**src/rtl/dbc_pkg.sv**
```systemverilog
// dbc_pkg: constants, field layout and state types of the bus cycle configuration block.
// assumes one bus clock domain and a synchronous, active-high hardware reset.
`default_nettype none

package dbc_pkg;

  // ************************************************************
  // register addressing and bit positions
  // ************************************************************
  localparam logic [5:0] DBC_CFG_ADDR = 6'h01;
  localparam int DBC_UPPER_HI = 15;
  localparam int DBC_UPPER_LO = 11;
  localparam int DBC_SYNC_BIT = 10;
  localparam int DBC_USR_HI = 9;
  localparam int DBC_USR_LO = 8;
  localparam int DBC_WAIT_HI = 7;
  localparam int DBC_WAIT_LO = 6;
  localparam int DBC_RSVD_BIT = 5;
  localparam int DBC_BLOCK_BIT = 4;
  localparam int DBC_RXL_HI = 3;
  localparam int DBC_RXL_LO = 2;
  localparam int DBC_TXL_HI = 1;
  localparam int DBC_TXL_LO = 0;

  // ************************************************************
  // fifo geometry and request levels in words
  // ************************************************************
  localparam logic [4:0] DBC_FIFO_WORDS = 5'h10;
  localparam logic [3:0][4:0] DBC_RX_LEVELS = {5'h0c, 5'h08, 5'h04, 5'h02};
  localparam logic [3:0][4:0] DBC_TX_LEVELS = {5'h0e, 5'h0c, 5'h08, 5'h04};

  // ************************************************************
  // types
  // ************************************************************
  typedef struct packed {
    logic [4:0] upper;
    logic ready_sync_select;
    logic [1:0] user_pin_levels;
    logic [1:0] wait_cycle_count;
    logic dma_block_select;
    logic [1:0] rx_request_level;
    logic [1:0] tx_request_level;
  } dbc_cfg_type;

  typedef enum logic [1:0] {
    DBC_IDLE = 2'b00,
    DBC_T1 = 2'b01,
    DBC_T2 = 2'b10
  } dbc_phase_type;

  typedef struct packed {
    dbc_cfg_type cfg;
    dbc_phase_type phase;
    logic [1:0] wait_left;
    logic [4:0] words_left;
    logic dir_tx;
    logic ready_meta;
    logic ready_sync;
    logic [15:0] rdata;
  } dbc_state_type;

  localparam dbc_state_type DBC_STATE_RESET = '0;

  // level decoders, shared by request and burst logic
  function automatic logic [4:0] dbc_rx_level(input logic [1:0] code);
    dbc_rx_level = DBC_RX_LEVELS[code];
  endfunction : dbc_rx_level

  function automatic logic [4:0] dbc_tx_level(input logic [1:0] code);
    dbc_tx_level = DBC_TX_LEVELS[code];
  endfunction : dbc_tx_level

endpackage : dbc_pkg

`default_nettype wire

```
**src/rtl/dbc_bus_cycle_config.sv**
```systemverilog
// dbc_bus_cycle_config: bus cycle configuration register and the dma cycle sequencer it steers.
// assumes fifo word counts and grant come in synchronous to core_clk_in; ready need be synchronous only when ready_sync_select is set.
`default_nettype none

module dbc_bus_cycle_config
  import dbc_pkg::*;
(
  input wire logic core_clk_in,
  input wire logic sys_rst_in,
  input wire logic clk_en_in,
  input wire logic [5:0] reg_addr_in,
  input wire logic reg_wr_in,
  input wire logic reg_rd_in,
  input wire logic [15:0] reg_wdata_in,
  output logic [15:0] reg_rdata_out,
  input wire logic ctrl_reset_mode_in,
  input wire logic [1:0] user_pin_levels_in,
  input wire logic bus_protocol_select_in,
  input wire logic memory_ready_n_in,
  input wire logic [1:0] data_strobe_ack_n_in,
  input wire logic bus_grant_in,
  input wire logic [4:0] rx_words_in,
  input wire logic [4:0] tx_words_in,
  output logic rx_dma_req_out,
  output logic tx_dma_req_out,
  output logic bus_request_out,
  output logic cycle_t1_out,
  output logic cycle_t2_out,
  output logic word_done_out,
  output logic word_is_tx_out
);

  // ************************************************************
  // state and decoded terms
  // ************************************************************
  dbc_state_type q;
  dbc_state_type d;
  logic raw_ready;
  logic cycle_ready;
  logic cfg_write;
  logic [4:0] rx_level;
  logic [4:0] tx_level;
  logic [4:0] tx_room;

  // ready source depends on the bus protocol: plain ready or either strobe ack
  assign raw_ready = bus_protocol_select_in ? ~(&data_strobe_ack_n_in) : ~memory_ready_n_in;
  // async mode trades two extra cycles of latency for metastability safety
  assign cycle_ready = q.cfg.ready_sync_select ? raw_ready : q.ready_sync;

  assign rx_level = dbc_rx_level(q.cfg.rx_request_level);
  assign tx_level = dbc_tx_level(q.cfg.tx_request_level);
  assign tx_room = DBC_FIFO_WORDS - tx_words_in;

  // writes are honoured only in reset mode, so a stray write cannot retime a live burst
  assign cfg_write = reg_wr_in && (reg_addr_in == DBC_CFG_ADDR) && ctrl_reset_mode_in;

  // ************************************************************
  // request and handshake outputs
  // ************************************************************
  assign rx_dma_req_out = (rx_words_in >= rx_level);
  assign tx_dma_req_out = (tx_words_in < tx_level);
  assign bus_request_out = (q.phase != DBC_IDLE) || rx_dma_req_out || tx_dma_req_out;
  assign cycle_t1_out = (q.phase == DBC_T1);
  assign cycle_t2_out = (q.phase == DBC_T2);
  assign word_done_out = clk_en_in && (q.phase == DBC_T2) && (q.wait_left == 2'b00)
    && cycle_ready;
  assign word_is_tx_out = q.dir_tx;
  assign reg_rdata_out = q.rdata;

  // ************************************************************
  // next state
  // ************************************************************
  always_comb
  begin
    d = q;
    // two-flop synchroniser for the asynchronous ready mode; flushed outside T2 so a
    // ready left over from the previous word can never end the next one
    d.ready_meta = raw_ready && (q.phase == DBC_T2);
    d.ready_sync = q.ready_meta && (q.phase == DBC_T2);
    // register write; user pin bits and reserved bit are not writable
    if (cfg_write)
    begin
      d.cfg.upper = reg_wdata_in[DBC_UPPER_HI:DBC_UPPER_LO];
      d.cfg.ready_sync_select = reg_wdata_in[DBC_SYNC_BIT];
      d.cfg.wait_cycle_count = reg_wdata_in[DBC_WAIT_HI:DBC_WAIT_LO];
      d.cfg.dma_block_select = reg_wdata_in[DBC_BLOCK_BIT];
      d.cfg.rx_request_level = reg_wdata_in[DBC_RXL_HI:DBC_RXL_LO];
      d.cfg.tx_request_level = reg_wdata_in[DBC_TXL_HI:DBC_TXL_LO];
    end
    // registered read; unmapped addresses read as zero
    if (reg_rd_in)
    begin
      d.rdata = '0;
      if (reg_addr_in == DBC_CFG_ADDR)
      begin
        d.rdata[DBC_UPPER_HI:DBC_UPPER_LO] = q.cfg.upper;
        d.rdata[DBC_SYNC_BIT] = q.cfg.ready_sync_select;
        d.rdata[DBC_USR_HI:DBC_USR_LO] = q.cfg.user_pin_levels;
        d.rdata[DBC_WAIT_HI:DBC_WAIT_LO] = q.cfg.wait_cycle_count;
        d.rdata[DBC_RSVD_BIT] = 1'b0;
        d.rdata[DBC_BLOCK_BIT] = q.cfg.dma_block_select;
        d.rdata[DBC_RXL_HI:DBC_RXL_LO] = q.cfg.rx_request_level;
        d.rdata[DBC_TXL_HI:DBC_TXL_LO] = q.cfg.tx_request_level;
      end
    end
    // dma cycle sequencer
    unique case (q.phase)
      DBC_IDLE:
      begin
        if (bus_grant_in && rx_dma_req_out)
        begin
          d.dir_tx = 1'b0;
          d.phase = DBC_T1;
          // block mode moves exactly the receive level, else drains the fifo
          d.words_left = q.cfg.dma_block_select ? rx_level : rx_words_in;
        end
        else if (bus_grant_in && tx_dma_req_out)
        begin
          d.dir_tx = 1'b1;
          d.phase = DBC_T1;
          d.words_left = tx_room;
          // block mode never reads more than the room left in the fifo
          if (q.cfg.dma_block_select && (tx_level < tx_room))
          begin
            d.words_left = tx_level;
          end
        end
      end
      DBC_T1:
      begin
        d.phase = DBC_T2;
        d.wait_left = q.cfg.wait_cycle_count;
      end
      DBC_T2:
      begin
        if (q.wait_left != 2'b00)
        begin
          d.wait_left = q.wait_left - 2'b01;
        end
        else if (cycle_ready)
        begin
          d.words_left = q.words_left - 5'h01;
          d.phase = (q.words_left == 5'h01) ? DBC_IDLE : DBC_T1;
        end
      end
      default:
      begin
        d.phase = DBC_IDLE;
      end
    endcase
  end

  // ************************************************************
  // state register
  // ************************************************************
  // user pins are sampled every reset cycle, so the last one before release sticks
  always_ff @(posedge core_clk_in)
  begin
    if (sys_rst_in)
    begin
      q <= DBC_STATE_RESET;
      q.cfg.user_pin_levels <= user_pin_levels_in;
    end
    else if (clk_en_in)
    begin
      q <= d;
    end
  end

  // ************************************************************
  // assertions
  // ************************************************************
  rx_level_two_a: assert property (@(posedge core_clk_in) disable iff (sys_rst_in)
    (q.cfg.rx_request_level == 2'b00) |-> (rx_dma_req_out == (rx_words_in > 5'h01)))
    else $error("receive level 00 is not two words");

  rx_level_twelve_a: assert property (@(posedge core_clk_in) disable iff (sys_rst_in)
    (q.cfg.rx_request_level == 2'b11) |-> (rx_dma_req_out == (rx_words_in > 5'h0b)))
    else $error("receive level 11 is not twelve words");

  rx_request_gate_a: assert property (@(posedge core_clk_in) disable iff (sys_rst_in)
    (rx_words_in < 5'h02) |-> !rx_dma_req_out)
    else $error("receive request below every level");

  tx_level_top_a: assert property (@(posedge core_clk_in) disable iff (sys_rst_in)
    (q.cfg.tx_request_level == 2'b11) |-> (tx_dma_req_out == (tx_words_in < 5'h0e)))
    else $error("transmit level 11 is not fourteen words");

  user_pins_catch_a: assert property (@(posedge core_clk_in)
    $fell(sys_rst_in) |-> (q.cfg.user_pin_levels == $past(user_pin_levels_in)))
    else $error("user pins not caught at reset release");

  user_pins_hold_a: assert property (@(posedge core_clk_in) disable iff (sys_rst_in)
    !$past(sys_rst_in) |-> $stable(q.cfg.user_pin_levels))
    else $error("user pin bits changed outside reset");

  wait_load_a: assert property (@(posedge core_clk_in) disable iff (sys_rst_in)
    (cycle_t1_out && clk_en_in) |=> (cycle_t2_out && (q.wait_left == $past(q.cfg.wait_cycle_count))))
    else $error("wait states not loaded on entry to T2");

  wait_blocks_done_a: assert property (@(posedge core_clk_in) disable iff (sys_rst_in)
    (cycle_t2_out && (q.wait_left != 2'b00)) |-> !word_done_out)
    else $error("dma word ended during an added wait state");

  async_ready_a: assert property (@(posedge core_clk_in) disable iff (sys_rst_in)
    (cycle_t2_out && !q.cfg.ready_sync_select && !q.ready_sync) |-> !word_done_out)
    else $error("async ready used before synchronisation");

  async_fresh_a: assert property (@(posedge core_clk_in) disable iff (sys_rst_in)
    (word_done_out && !q.cfg.ready_sync_select)
      |-> ($past(cycle_t2_out) && $past(cycle_t2_out, 2)))
    else $error("async ready taken from an earlier cycle");

  sync_ready_a: assert property (@(posedge core_clk_in) disable iff (sys_rst_in)
    (cycle_t2_out && clk_en_in && q.cfg.ready_sync_select && (q.wait_left == 2'b00)
      && raw_ready) |-> word_done_out)
    else $error("sync ready not taken directly");

  block_rx_size_a: assert property (@(posedge core_clk_in) disable iff (sys_rst_in)
    ((q.phase == DBC_IDLE) && clk_en_in && bus_grant_in && rx_dma_req_out
      && q.cfg.dma_block_select) |=> (q.words_left == $past(rx_level)))
    else $error("block receive burst size wrong");

  fill_rx_size_a: assert property (@(posedge core_clk_in) disable iff (sys_rst_in)
    ((q.phase == DBC_IDLE) && clk_en_in && bus_grant_in && rx_dma_req_out
      && !q.cfg.dma_block_select) |=> (q.words_left == $past(rx_words_in)))
    else $error("empty/fill receive burst not draining fifo");

  burst_end_a: assert property (@(posedge core_clk_in) disable iff (sys_rst_in)
    (word_done_out && (q.words_left == 5'h01)) |=> (q.phase == DBC_IDLE))
    else $error("burst ran past its last word");

  reserved_zero_a: assert property (@(posedge core_clk_in) disable iff (sys_rst_in)
    reg_rdata_out[DBC_RSVD_BIT] == 1'b0)
    else $error("reserved bit reads nonzero");

endmodule : dbc_bus_cycle_config

`default_nettype wire

```
**config.mk**
```make
export PLATFORM = sky130hd
export DESIGN_NAME = dbc_bus_cycle_config
export DESIGN_NICKNAME = d
export VERILOG_FILES = /design/src/rtl/dbc_pkg.sv /design/src/rtl/dbc_bus_cycle_config.sv
export SDC_FILE = /design/constraint.sdc
export NUM_CORES = 1
export LEC_CHECK = 0
export BUFFER_PORTS_ARGS = -buffer_cell sky130_fd_sc_hd__buf_2
export CORE_ASPECT_RATIO = 0.75
export CORE_MARGIN = 4
export CORE_UTILIZATION = 52
export DETAILED_ROUTE_END_ITERATION = 7
export PLACE_DENSITY = 0.92
export SETUP_SLACK_MARGIN = 0.15
export SYNTH_ARGS = -nofsm -noshare
export SYNTH_HDL_FRONTEND = slang
export SYNTH_SLANG_ARGS = --single-unit
```
**constraint.sdc**
```tcl
create_clock -name core_clk_in -period 2.33 [get_ports core_clk_in]
set_input_delay 0.1165 -clock core_clk_in [delete_from_list [all_inputs] [get_ports core_clk_in]]
set_output_delay 0.1165 -clock core_clk_in [all_outputs]
set_load 0.02 [all_outputs]
```
==> results.cfg <==
[critical_path]
worstPathRequired_ns = 2.21
cp.arrival_ns = 1.99
rr_worst_depth = 9
critical_path_class = flip-flop to output port
start_kind = flip-flop
cp_max_fo = 6
r2r-start = q[29]
r2r-end = q[19]
end_kind = output port
r2r_slack_ns = 0.25

[grt]
track_usage = 0.203
grt_pass1_wl_um = 9250
grt_remaining_overflow = 0
grt_pass1_vias = 2030
antenna_found_initial = 0
grt_max_degree = 47

[power]
power_leakage_nw = 1.12
clockPowerShare = 0.384
switching_share = 0.250
p_switching_mw = 0.376
internal_power_mw = 1.13
ir_worst_vdd_mv = 0.406
power_density_mw_per_mm2 = 554
sequentialPowerShare = 0.494
p_comb_frac = 0.122

[route]
drt_pass1_iterations = 4
final_antenna_net_count = 0
vias = 2196
routed_via_density = 5.52
routed_wirelength_um = 5690
drc = 0
wl_per_cell_um = 14.3
first_iter_violations = 151

[floorplan]
die_area_mm2 = 0.00563
rows = 20
io-pin-count = 68
dieHeight_um = 66.0
initial_utilization = 0.558
core_area_mm2 = 0.00418
die_w_um = 85.4

[final_layout]
final_cell_mix = buf_2, nand2_1, dfxtp_1, a21oi_1, nand3_1
finalInstanceArea_mm2 = 0.00272
num_antenna_cells = 0
final_common_cell = buf_2
nets = 399
area_delta_synth_final_pct = 16.4
post-route-util = 0.650
drive_gt1_frac = 0.259

[run]
drv_cap = 0

[timing]
drv_slew = 0
hold_slack_ns = 0.0378
tightest_slew_ns = 0.808
timing.final.crit_share = 0.904
worst_slack_ns = 0.224
finalSetupViolCount = 0
hold_viol = 0
timing.fmax_mhz = 475
fin_crit_ns = 2.11
rsz0062_at_grt = false
setup_tns_ns = 0
fin_worst_skew_ns = 0.00693
slew_headroom = 0.461

[run_status]
status = complete, no violations

[clocking]
clk_pin_slew_ns = 0.08
clk-insertion-delay-late_ns = 0.30
cts_sinks = 42
cts_root_buf = clkbuf_8
h-tree-depth = 2
tritoncts = done
numCtsBuffers = 5
clockBufferDepth = 2

[yosys]
synth_warnings = 0
async_flop_share = 0
syn_nets = 355
netlist_area_mm2 = 0.00233
synthCells = 298
synth_ff_type = dfxtp_1
ys_seq_elements = 42
synth_cell_types = 48
synth.avg_cell_area_um2 = 7.83
ys_seq_area_frac = 0.369
synth-edff-count = 2

[place]
gp_congestion = 0.923
dp_hpwl_um = 4170
pre_cts_ws_ns = 0.0511
port_buffers = 63
place_area_mm2 = 0.00257

[min_path]
worst_hold_startpoint = reg_wdata_in[1]
min_to = q[29]
hold_class = primary input to flip-flop
whs_path_depth = 3
[cell usage after synthesis, types with 2 or more instances]
cell / n / share of area
a211oi_1: 3 / 0.0097
a21oi_1: 36 / 0.077
a311oi_1: 2 / 0.0075
and2_1: 4 / 0.011
buf_2: 2 / 0.0043
buf_4: 16 / 0.051
clkbuf_1: 12 / 0.019
dfxtp_1: 40 / 0.34
edfxtp_1: 2 / 0.026
ha_1: 12 / 0.064
inv_1: 15 / 0.024
mux2i_1: 4 / 0.017
nand2_1: 50 / 0.080
nand2b_1: 8 / 0.021
nand3_1: 21 / 0.045
nand3b_1: 3 / 0.0097
nand4_1: 3 / 0.0080
nor2_1: 14 / 0.023
nor2b_1: 4 / 0.011
nor3_1: 3 / 0.0064
nor4_1: 2 / 0.0054
o21ai_0: 13 / 0.028
xnor2_1: 2 / 0.0075
xor2_1: 3 / 0.011
[registers in the layout, indices dropped and copies added, names as in the netlist]
| name | count |
|---|---|
| d | 2 |
| reg_rdata_out | 15 |
| q | 24 |
| word_is_tx_out | 1 |
[worst max path at each step]
| stage | startpoint | endpoint | cells after the start |
|---|---|---|---|
| after global routing | q[30] | q[23] | 8 |
| final | q[29] | bus_request_out | 8 |
| after detailed placement | q[29] | q[19] | 9 |
| after CTS | q[29] | q[19] | 9 |
| after floorplan | q[29] | q[20] | 8 |
| after global placement | tx_words_in[0] | q[20] | 11 |
[power by group through the flow]
stage               combinational, mW  clock (mW)  sequential [mW]
global route                    0.204       0.609            0.744
floorplan                       0.108           0            0.759
finish                          0.184       0.578            0.743
global placement                0.170           0            0.760
CTS                             0.177       0.581            0.743
detailed placement              0.175           0            0.760
[layer usage]
| metal | up-vias | GRT usage | part of all wire |
|---|---|---|---|
| li1 | 1093 | - | - |
| met1 | 998 | 0.273 | 0.45 |
| met2 | 100 | 0.319 | 0.43 |
| met3 | 5 | 0.0623 | 0.11 |
| met4 | 0 | 0.0514 | 0.0086 |
| met5 | - | 0 | 0 |
[cell type report]
cell class | instances | area [µm²]
Clock buffer | 6 | 72.6
Fill cell | 345 | 1460
Tap cell | 55 | 68.8
Sequential cell | 42 | 866
Multi-Input combinational cell | 209 | 1260
Clock inverter | 2 | 37.5
Inverter | 16 | 60.1
Timing Repair Buffer | 68 | 353
[critical path: stages, from the launching register on]
cell      delay [ns]
dfxtp_4         0.39
nand2b_1        0.14
inv_1           0.07
ha_1            0.21
nor4bb_2        0.31
o21ai_1         0.15
buf_4           0.16
nand4_1         0.09
buf_2           0.17
[stage by stage]
stage               power (mW)  instances
detailed placement       0.935        390
floorplan                0.867        298
global route              1.56        398
CTS                       1.50        398
global placement         0.930        390
finish                    1.50        398
[cells by family after synthesis]
logic type,Yosys count,share of synthesized area
and+or+nand+nor,120,0.255
AOI/OAI and AO/OA,66,0.164
buffers and inverters,47,0.106
DFF,42,0.369
adders and majority gates,12,0.0643
xor gates and xnor gates,5,0.0188
muxes,5,0.0220
other,1,0.00161
[what timing repair did]
| item | 4_1_cts | 5_1_grt |
|---|---|---|
| setup buffers | 0 | 0 |
| gates resized for setup | 2 | 9 |
| hold buffers | 0 | 0 |
| setup endpoints to repair | 6 | 8 |
| pin swaps | 0 | 1 |
Power figures use the tool's default switching activity.
